==> config.mk <==
export PLATFORM = sky130hd
export DESIGN_NAME = adcsq_regs
export DESIGN_NICKNAME = d
export VERILOG_FILES = /design/src/rtl/adcsq_pkg.sv /design/src/rtl/adcsq_clkdiv.sv /design/src/rtl/adcsq_regs.sv
export VERILOG_INCLUDE_DIRS = /design/src /design/src/rtl
export SDC_FILE = /design/constraint.sdc
export NUM_CORES = 1
export LEC_CHECK = 0
export BUFFER_PORTS_ARGS = -buffer_cell sky130_fd_sc_hd__buf_2
export CAP_MARGIN = 20
export CORE_AREA = 2 2 110 80
export DETAILED_ROUTE_END_ITERATION = 12
export DIE_AREA = 0 0 112 82
export PLACE_DENSITY = 0.85
export SLEW_MARGIN = 20
export SYNTH_ARGS = -nofsm -noshare
export SYNTH_HDL_FRONTEND = slang
export SYNTH_SLANG_ARGS = --single-unit
==> constraint.sdc <==
create_clock -name core_clk -period 8.1 [get_ports core_clk]
set_input_delay 0.81 -clock core_clk [delete_from_list [all_inputs] [get_ports core_clk]]
set_output_delay 0.81 -clock core_clk [all_outputs]
set_load 0.01 [all_outputs]
==> src/rtl/adcsq_cfg.svh <==
`ifndef ADCSQ_CFG_SVH
`define ADCSQ_CFG_SVH

// register byte addresses on the avalon word bus
`define ADCSQ_ADDR_RES_LO    4'h0
`define ADCSQ_ADDR_RES_HI    4'h4
`define ADCSQ_ADDR_CTRL_A    4'h8
`define ADCSQ_ADDR_CTRL_B    4'hc
`define ADCSQ_ADDR_EVENT     4'h4

// control a field positions
`define ADCSQ_A_START        7
`define ADCSQ_A_BUSY         6
`define ADCSQ_A_EN           5
`define ADCSQ_A_FMT          4
// control b field positions
`define ADCSQ_B_SRC_LSB      5
`define ADCSQ_B_VREF_LSB     3
`define ADCSQ_B_CLK_LSB      0

`define ADCSQ_CTRL_RST       8'h00
`define ADCSQ_RES_RST        8'h00
`define ADCSQ_EXT_CH_LAST    4'h3
`define ADCSQ_CONV_CYCLES    16

`endif

==> src/rtl/adcsq_pkg.sv <==
package adcsq_pkg;
  typedef logic [7:0]  adcsq_byte_t;
  typedef logic [11:0] adcsq_sample_t;
  typedef logic [3:0]  adcsq_addr_t;
  typedef enum logic [2:0] {
    ADCSQ_SRC_EXT,
    ADCSQ_SRC_AMP0,
    ADCSQ_SRC_AMP1,
    ADCSQ_SRC_AMP2,
    ADCSQ_SRC_DAC,
    ADCSQ_SRC_EXT5,
    ADCSQ_SRC_EXT6,
    ADCSQ_SRC_EXT7
  } adcsq_src_e;
  typedef enum logic [1:0] {
    ADCSQ_IDLE,
    ADCSQ_HELD,
    ADCSQ_CONV
  } adcsq_state_e;
endpackage

==> src/rtl/adcsq_clkdiv.sv <==
`timescale 1ns/1ns
`default_nettype none
// produces one-cycle ticks at core_clk / 2**sel
module adcsq_clkdiv
(
  input  wire logic       core_clk,
  input  wire logic       rst,
  input  wire logic       clk_en,
  input  wire logic       clear,
  input  wire logic [2:0] sel,
  output logic            tick
);
  logic [6:0] cnt_reg;
  logic [6:0] cnt_next;
  logic [6:0] limit;

  always_comb
  begin
    limit = 7'((8'h01 << sel) - 8'h01);
    if (clear || cnt_reg >= limit)
      cnt_next = 7'h00;
    else
      cnt_next = cnt_reg + 7'h01;
    tick = !clear && (cnt_reg >= limit);
  end

  always_ff @(posedge core_clk or posedge rst)
  begin
    if (rst)
      cnt_reg <= 7'h00;
    else if (clk_en)
      cnt_reg <= cnt_next;
  end
endmodule // adcsq_clkdiv
`default_nettype wire

==> src/rtl/adcsq_regs.sv <==
// The implementer's own choices: register access over Avalon-MM and the register offsets.
`timescale 1ns/1ns
`default_nettype none
`include "adcsq_cfg.svh"
// Notes on behaviour
// - a conversion starts only after start bit is written high then low
// - while start is high the converter core is held in reset
// - busy flag goes to 1 once a conversion has been started
// - busy flag returns to 0 when the conversion finishes
// - busy flag is read only; writes to its bit are ignored
// - enable bit powers the converter; zero switches it off
// - while disabled both result bytes keep their old contents
// - format 0 left justifies: high byte D11..4, low byte D3..0 on top
// - format 1 right justifies: high byte D11..8 low, low byte D7..0
// - result bits not holding sample data read as zero
// - channel codes 0..3 pick external inputs, 4..15 leave path floating
// - each conversion yields a 12-bit value from the selected source
// - a pin used as converter input loses its io function and pull-high
// - first control register resets to all zeros
// - source field: 0,5,6,7 external; 1..3 amplifiers; 4 converter output
// - conversion clock is system clock divided by 2 to the field value
// - end of conversion sets the request flag and raises an interrupt; here conv_irq only rises while int_enable is high
module adcsq_regs
  import adcsq_pkg::*;
#(
  parameter int CONV_CYCLES = `ADCSQ_CONV_CYCLES
)
(
  input  wire logic                 core_clk,
  input  wire logic                 rst,
  input  wire logic                 clk_en,
  input  wire adcsq_pkg::adcsq_addr_t avs_address,
  input  wire logic                 avs_read,
  input  wire logic                 avs_write,
  input  wire logic [31:0]          avs_writedata,
  input  wire logic [3:0]           avs_byteenable,
  output logic [31:0]               avs_readdata,
  output logic                      avs_waitrequest,
  input  wire adcsq_pkg::adcsq_sample_t core_data,
  input  wire logic                 int_enable,
  output logic                      core_reset,
  output logic                      core_power,
  output logic                      core_sample,
  output logic                      core_clk_tick,
  output logic [3:0]                ext_analog_inputs,
  output logic                      amp_out_0,
  output logic                      amp_out_1,
  output logic                      amp_out_2,
  output logic                      dac_output,
  output logic [1:0]                vref_sel,
  output logic [3:0]                pin_analog_mode,
  output logic                      conv_irq_flag,
  output logic                      conv_irq
);
  import adcsq_pkg::*;

  adcsq_byte_t   ctrl_a_reg, ctrl_a_next;
  adcsq_byte_t   ctrl_b_reg, ctrl_b_next;
  adcsq_byte_t   res_lo_reg, res_lo_next;
  adcsq_byte_t   res_hi_reg, res_hi_next;
  adcsq_state_e  state_reg, state_next;
  logic [15:0]   cyc_reg, cyc_next;
  logic          flag_reg, flag_next;
  logic          irq_reg, irq_next;
  logic          ack_reg, ack_next;
  // registered copies so that waitrequest and the tick pin leave a flop
  logic          wait_reg, wait_next;
  logic          tick_reg, tick_next;
  logic [31:0]   rdata_reg, rdata_next;
  logic          sample_reg, sample_next;
  logic [3:0]    sel_reg, sel_next;
  logic [4:0]    src_reg, src_next;
  logic          tick;
  logic          wr_a, wr_b, rd_ev, done;
  adcsq_byte_t   wdata;
  adcsq_src_e    src;

  assign wdata = avs_writedata[7:0];
  // a write lands at the edge where waitrequest is low, the one edge the master commits on
  assign wr_a  = avs_write && ack_reg && avs_byteenable[0] && avs_address == `ADCSQ_ADDR_CTRL_A;
  assign wr_b  = avs_write && ack_reg && avs_byteenable[0] && avs_address == `ADCSQ_ADDR_CTRL_B;
  assign rd_ev = avs_read && !ack_reg && avs_address == `ADCSQ_ADDR_EVENT;
  assign src   = adcsq_src_e'(ctrl_b_reg[`ADCSQ_B_SRC_LSB +: 3]);

  // the divider is held cleared outside a conversion, so every conversion sees whole ticks
  adcsq_clkdiv u_div
  (
    .core_clk (core_clk),
    .rst      (rst),
    .clk_en   (clk_en),
    .clear    (state_reg != ADCSQ_CONV),
    .sel      (ctrl_b_reg[`ADCSQ_B_CLK_LSB +: 3]),
    .tick     (tick)
  );

  // a disable or a new start in the last tick must not load a result or pulse the core
  assign done = (state_reg == ADCSQ_CONV) && ctrl_a_reg[`ADCSQ_A_EN] && !ctrl_a_reg[`ADCSQ_A_START]
                && tick && (cyc_reg == 16'(CONV_CYCLES - 1));

  // sequencer
  // held follows the start bit; the conversion begins on its fall
  always_comb
  begin
    state_next = state_reg;
    cyc_next   = cyc_reg;
    case (state_reg)
      ADCSQ_IDLE:
        if (ctrl_a_reg[`ADCSQ_A_START])
          state_next = ADCSQ_HELD;
      ADCSQ_HELD:
        if (!ctrl_a_reg[`ADCSQ_A_START])
        begin
          state_next = ctrl_a_reg[`ADCSQ_A_EN] ? ADCSQ_CONV : ADCSQ_IDLE;
          cyc_next   = 16'h0000;
        end
      ADCSQ_CONV:
        if (ctrl_a_reg[`ADCSQ_A_START])
          state_next = ADCSQ_HELD;
        else if (!ctrl_a_reg[`ADCSQ_A_EN])
          state_next = ADCSQ_IDLE;
        else if (done)
          state_next = ADCSQ_IDLE;
        else if (tick)
          cyc_next = cyc_reg + 16'h0001;
      default:
        state_next = ADCSQ_IDLE;
    endcase
  end

  // the tick counter restarts on every way into a conversion
  always_ff @(posedge core_clk or posedge rst)
  begin
    if (rst)
    begin
      state_reg <= ADCSQ_IDLE;
      cyc_reg   <= 16'h0000;
    end
    else if (clk_en)
    begin
      state_reg <= state_next;
      cyc_reg   <= cyc_next;
    end
  end

  // registers seen by software
  always_comb
  begin
    ctrl_a_next = ctrl_a_reg;
    ctrl_b_next = ctrl_b_reg;
    res_lo_next = res_lo_reg;
    res_hi_next = res_hi_reg;
    flag_next   = flag_reg;
    if (wr_a)
    begin
      ctrl_a_next = wdata;
      ctrl_a_next[`ADCSQ_A_BUSY] = ctrl_a_reg[`ADCSQ_A_BUSY];
    end
    if (wr_b)
      ctrl_b_next = wdata;
    if (state_next == ADCSQ_CONV)
      ctrl_a_next[`ADCSQ_A_BUSY] = 1'b1;
    else
      ctrl_a_next[`ADCSQ_A_BUSY] = 1'b0;
    // clear first, so an end of conversion in the same cycle wins
    if (rd_ev)
      flag_next = 1'b0;
    if (done && ctrl_a_reg[`ADCSQ_A_EN])
    begin
      flag_next = 1'b1;
      if (ctrl_a_reg[`ADCSQ_A_FMT])
      begin
        res_hi_next = {4'h0, core_data[11:8]};
        res_lo_next = core_data[7:0];
      end
      else
      begin
        res_hi_next = core_data[11:4];
        res_lo_next = {core_data[3:0], 4'h0};
      end
    end
  end

  // both result bytes sit in one group so they always change on the same edge
  always_ff @(posedge core_clk or posedge rst)
  begin
    if (rst)
    begin
      ctrl_a_reg <= `ADCSQ_CTRL_RST;
      ctrl_b_reg <= `ADCSQ_CTRL_RST;
      res_lo_reg <= `ADCSQ_RES_RST;
      res_hi_reg <= `ADCSQ_RES_RST;
      flag_reg   <= 1'b0;
    end
    else if (clk_en)
    begin
      ctrl_a_reg <= ctrl_a_next;
      ctrl_b_reg <= ctrl_b_next;
      res_lo_reg <= res_lo_next;
      res_hi_reg <= res_hi_next;
      flag_reg   <= flag_next;
    end
  end

  // bus answer: one wait cycle, so read data always leaves a flop
  always_comb
  begin
    ack_next   = (avs_read || avs_write) && !ack_reg;
    wait_next  = !ack_next;
    rdata_next = rdata_reg;
    // a read clears the end flag at its capture edge, so no event slips in between
    if (avs_read && !ack_reg)
      case (avs_address)
        `ADCSQ_ADDR_RES_LO: rdata_next = {24'h0, res_lo_reg};
        `ADCSQ_ADDR_RES_HI: rdata_next = {22'h0, irq_reg, flag_reg, res_hi_reg};
        `ADCSQ_ADDR_CTRL_A: rdata_next = {24'h0, ctrl_a_reg};
        `ADCSQ_ADDR_CTRL_B: rdata_next = {24'h0, ctrl_b_reg};
        default:            rdata_next = 32'h0;
      endcase
  end

  // waitrequest rests high, so an idle bus never sees a false answer
  always_ff @(posedge core_clk or posedge rst)
  begin
    if (rst)
    begin
      ack_reg   <= 1'b0;
      wait_reg  <= 1'b1;
      rdata_reg <= 32'h0;
    end
    else if (clk_en)
    begin
      ack_reg   <= ack_next;
      wait_reg  <= wait_next;
      rdata_reg <= rdata_next;
    end
  end

  // pin-side selects and event outputs
  always_comb
  begin
    irq_next    = flag_next && int_enable;
    sample_next = done;
    tick_next   = tick;
    src_next    = 5'h00;
    sel_next    = 4'h0;
    // internal sources are routed only while the converter is enabled
    if (ctrl_a_reg[`ADCSQ_A_EN])
    begin
      case (src)
        ADCSQ_SRC_AMP0: src_next = 5'h01;
        ADCSQ_SRC_AMP1: src_next = 5'h02;
        ADCSQ_SRC_AMP2: src_next = 5'h04;
        ADCSQ_SRC_DAC:  src_next = 5'h08;
        default:        src_next = 5'h10;
      endcase
    end
    // floating codes simply select no pin
    if (src_next[4] && ctrl_a_reg[3:0] <= `ADCSQ_EXT_CH_LAST)
      sel_next = 4'(4'h1 << ctrl_a_reg[1:0]);
  end

  // the tick copy lets the core follow the conversion clock without a second clock net
  always_ff @(posedge core_clk or posedge rst)
  begin
    if (rst)
    begin
      irq_reg    <= 1'b0;
      sample_reg <= 1'b0;
      tick_reg   <= 1'b0;
      sel_reg    <= 4'h0;
      src_reg    <= 5'h00;
    end
    else if (clk_en)
    begin
      irq_reg    <= irq_next;
      sample_reg <= sample_next;
      tick_reg   <= tick_next;
      sel_reg    <= sel_next;
      src_reg    <= src_next;
    end
  end

  // waitrequest stays high until the registered answer cycle
  // every output leaves a flop, so the analog side never sees decode glitches
  assign avs_waitrequest   = wait_reg;
  assign avs_readdata      = rdata_reg;
  assign core_reset        = ctrl_a_reg[`ADCSQ_A_START];
  assign core_power        = ctrl_a_reg[`ADCSQ_A_EN];
  assign core_sample       = sample_reg;
  assign core_clk_tick     = tick_reg;
  assign ext_analog_inputs = sel_reg;
  assign pin_analog_mode   = sel_reg;
  assign amp_out_0         = src_reg[0];
  assign amp_out_1         = src_reg[1];
  assign amp_out_2         = src_reg[2];
  assign dac_output        = src_reg[3];
  assign vref_sel          = ctrl_b_reg[`ADCSQ_B_VREF_LSB +: 2];
  assign conv_irq_flag     = flag_reg;
  assign conv_irq          = irq_reg;
endmodule // adcsq_regs
`default_nettype wire

==> flow_summary.yaml <==
sta:
  layout_min_cycle_time_ps: 3850
  setup_viol: 0
  fin_skew_ps: 7.67
  timing.final.crit_share_pct: 47.5
  tns_ps: 0
  max_freq_mhz: 260
  worstMarginPinSlew_ps: 1060
  fin_hold_ws_ps: 478
  setup_ws_ps: 4250
  rsz0062_at_grt: "false"
  final_hold_viol_count: 0
  slew_headroom_pct: 29.3
  drv_slew: 0
pwr:
  p_int_mw: 0.677
  power_frac_seq_pct: 48.4
  power.total_mw: 0.922
  switchingPower_mw: 0.245
  ir_drop_uv: 164
  powerDensity_nw_per_um2: 190
  p_clk_share_pct: 39.1
  p_leak_nw: 2.27
  power.share.switching_pct: 26.6
  p_comb_share_pct: 12.6
placed_design:
  place_area_sq_um: 4600
  hpwl_microns: 7070
  gp_congestion: 0.894
  pre_cts_ws_ps: 4400
  port_buffers: 61
grt:
  grt_pass1_wl_microns: 16900
  grt_pass1_vias: 3365
  grt_overflow: 0
  grt_start_max_net_pins: 82
  antenna_found_initial: 0
  grt_util_all_layers_pct: 23.5
final_layout:
  nFillCells: 694
  seqCellArea_sq_um: 2030
  layout-drive-gt1-share_pct: 20.3
  diodes: 0
  fin_area_sq_um: 4850
  syn2layout_area_growth_pct: 10.9
  largest_reg_flops: 16
  nNetsFinal: 560
  multi_input_area_sq_um: 2080
min_path:
  hold_class: "flip-flop to flip-flop"
  worstHoldPathCells: 2
  holdPathEnd: "avs_readdata[0]"
  hold_start: "avs_readdata[0]"
clock_tree:
  cts_tree: "done"
  cts.sinks: 81
  cts-resized-gates: 0
  clkLatencyLatePin_ps: 340
  cts_hold_buf: 0
  clk_pin_slew_ps: 60
  cts-buffers-inserted: 9
  cts_setup_buffers: 0
  htreeDepth: 3
  clk_path_buf_depth: 2
  cts-root-buf: "clkbuf_16"
logic_synthesis:
  yosysSeqAreaShare_pct: 46.3
  syn_avg_cell_area_sq_um: 9.80
  synth_seq_cells: 81
  synth_edf_count: 0
  syn_inst: 447
  yosys_most_used_dff: "dfrtp_1"
  async_flop_share_pct: 100
  yosysWarningCount: 0
  netlist_area_sq_um: 4380
  yosys.cell_types.count: 55
routing:
  via_count: 3481
  dr.pass1.iters: 5
  ant_nets: 0
  drc: 0
  wl_per_cell_microns: 16.5
  wirelength_microns: 9920
  drtIter0Drc: 296
  vias_per_cell: 5.78
setup_path:
  reg2reg_to: "core_sample"
  arrival_ps: 3990
  reg2regPathDepth: 11
  cp-start-kind: "flip-flop"
  r2r_start: "ctrl_b_reg[0]"
  path_cells: "or3_1 > ha_1 > xor2_1 > nor2_1 > a21oi_1 > ha_1 > a21oi_1 > o22ai_1 > a31oi_2 > or3_1 > o21ai_0"
  reg2reg_slack_ps: 4250
  cp-startpoint: "ctrl_b_reg[0]"
  crit_buf_inv: 0
  cp_slowest_stage_delay_ps: 870
  cp_max_fo: 34
  crit_slowest_cell: "or3_1"
  required_ps: 8240
  cp_top_family: "simple AND/OR/NAND/NOR gates"
  worstSetupPathType: "flip-flop to flip-flop"
  critPathCaptureType: "flip-flop"
floorplan:
  design.die.area_sq_um: 9180
  die_h_microns: 82
  row_count: 28
  die_w_microns: 112
  ios: 111
  coreArea_sq_um: 8200
  initial_core_util_pct: 53.4
run_status:
  status: "finished, final reports clean"
flow_run:
  drv_cap: 0
area by class of cell:
class | instances | share of cell area (%)
multi-input combinational | 326 | 42.8
inverter | 12 | 0.954
timing repair buffer | 62 | 6.52
clock buffer | 14 | 5.03
tap | 105 | 2.71
clock inverter | 2 | 0.206
sequential | 81 | 41.8
worst min-delay path: cells and delay by family, from the launching register on:
| kind | cells | cell delay, ps |
|---|---|---|
| and+or+nand+nor | 1 | 40 |
| AOI/OAI and AO/OA | 1 | 60 |
| DFF | 1 | 340 |
per-stage QoR:
stage	util (%)	instances
finish	59.2	602
global route	59.2	602
CTS	59.2	602
detailed placement	56.1	586
global placement	56.1	586
floorplan	-	468
placed cells by master (no fill, tap or decap), types with 5 or more instances in the layout:
cell type  instances
mux2_2            15
o31ai_1            9
nand2_1           63
conb_1            22
clkbuf_1           5
o21ai_1           12
nand4_1            5
buf_2             61
nor2_1            22
a21oi_1            9
nand2b_1           8
o21ai_0           43
dfrtp_1           80
nor4_1             5
mux2i_1           20
nand3_1           12
o2bb2ai_1          9
clkbuf_16          9
inv_1             10
ha_1              10
o22a_1             6
cells in the mapped netlist, types with 2 or more instances:
| cell type | count | area, sq um |
|---|---|---|
| mux2_2 | 15 | 169 |
| o31ai_1 | 9 | 67.6 |
| o22a_1 | 6 | 52.6 |
| o21a_1 | 3 | 22.5 |
| or3_1 | 4 | 25.0 |
| inv_1 | 11 | 41.3 |
| dfrtp_1 | 80 | 2000 |
| xor2_1 | 3 | 26.3 |
| and2_1 | 2 | 12.5 |
| nand4_1 | 5 | 31.3 |
| or4_1 | 2 | 15.0 |
| nand2_1 | 63 | 236 |
| clkbuf_1 | 14 | 52.6 |
| and4_1 | 2 | 17.5 |
| mux4_2 | 2 | 45.0 |
| nor2_1 | 22 | 82.6 |
| mux2i_1 | 20 | 200 |
| ha_1 | 10 | 125 |
| and3_1 | 3 | 18.8 |
| nand3b_1 | 2 | 15.0 |
| a31oi_1 | 4 | 25.0 |
| o21ai_1 | 12 | 60.1 |
| nor3_1 | 3 | 15.0 |
| buf_2 | 5 | 25.0 |
| xnor2_1 | 4 | 35.0 |
| nand4b_1 | 2 | 17.5 |
| nand3_1 | 12 | 60.1 |
| o21ai_0 | 43 | 215 |
| o41ai_1 | 2 | 17.5 |
| buf_4 | 29 | 218 |
| nand2b_1 | 8 | 50.1 |
| nor4_1 | 5 | 31.3 |
| a21oi_1 | 9 | 45.0 |
| o2bb2ai_1 | 9 | 78.8 |
| a22o_1 | 2 | 17.5 |
per-layer routing:
metal  vias to the layer above  routed length [microns]  part of all wire (%)  GRT usage (%)
li1                       1630                        -                     -              -
met1                      1699                     4610                    46           32.4
met2                       131                     4450                    45           36.2
met3                        21                      657                   6.6           6.42
met5                         -                        0                     0              0
met4                         0                      202                   2.0           8.05
logic make-up after synthesis:
kind of cell / after synthesis / share of synthesized area (%)
AOI/OAI and AO/OA: 107 / 16.1
buffers and inverters: 61 / 8.03
muxes: 37 / 9.46
xor gates and xnor gates: 7 / 1.40
DFF: 81 / 46.3
and+or+nand+nor: 143 / 15.8
other: 1 / 0.0856
adders and majority gates: 10 / 2.86
worst max-delay path by stage:
stage | to | slack (ps) | cells past startpoint
after CTS | core_sample | 4330 | 11
final | core_sample | 4250 | 11
after global routing | core_sample | 3960 | 11
after floorplan | cyc_reg[8] | 4890 | 15
after global placement | res_lo_reg[4] | 4520 | 11
after detailed placement | core_sample | 4400 | 11
power by group through the flow:
stage | Combinational [mW] | Sequential [mW] | Clock (mW)
after floorplan | 0.0964 | 0.444 | 0
after global placement | 0.110 | 0.451 | 0
after detailed placement | 0.115 | 0.453 | 0
after CTS | 0.116 | 0.446 | 0.366
after global routing | 0.130 | 0.449 | 0.386
final | 0.116 | 0.446 | 0.360
Note: power is estimated with default switching activity, not from simulation.
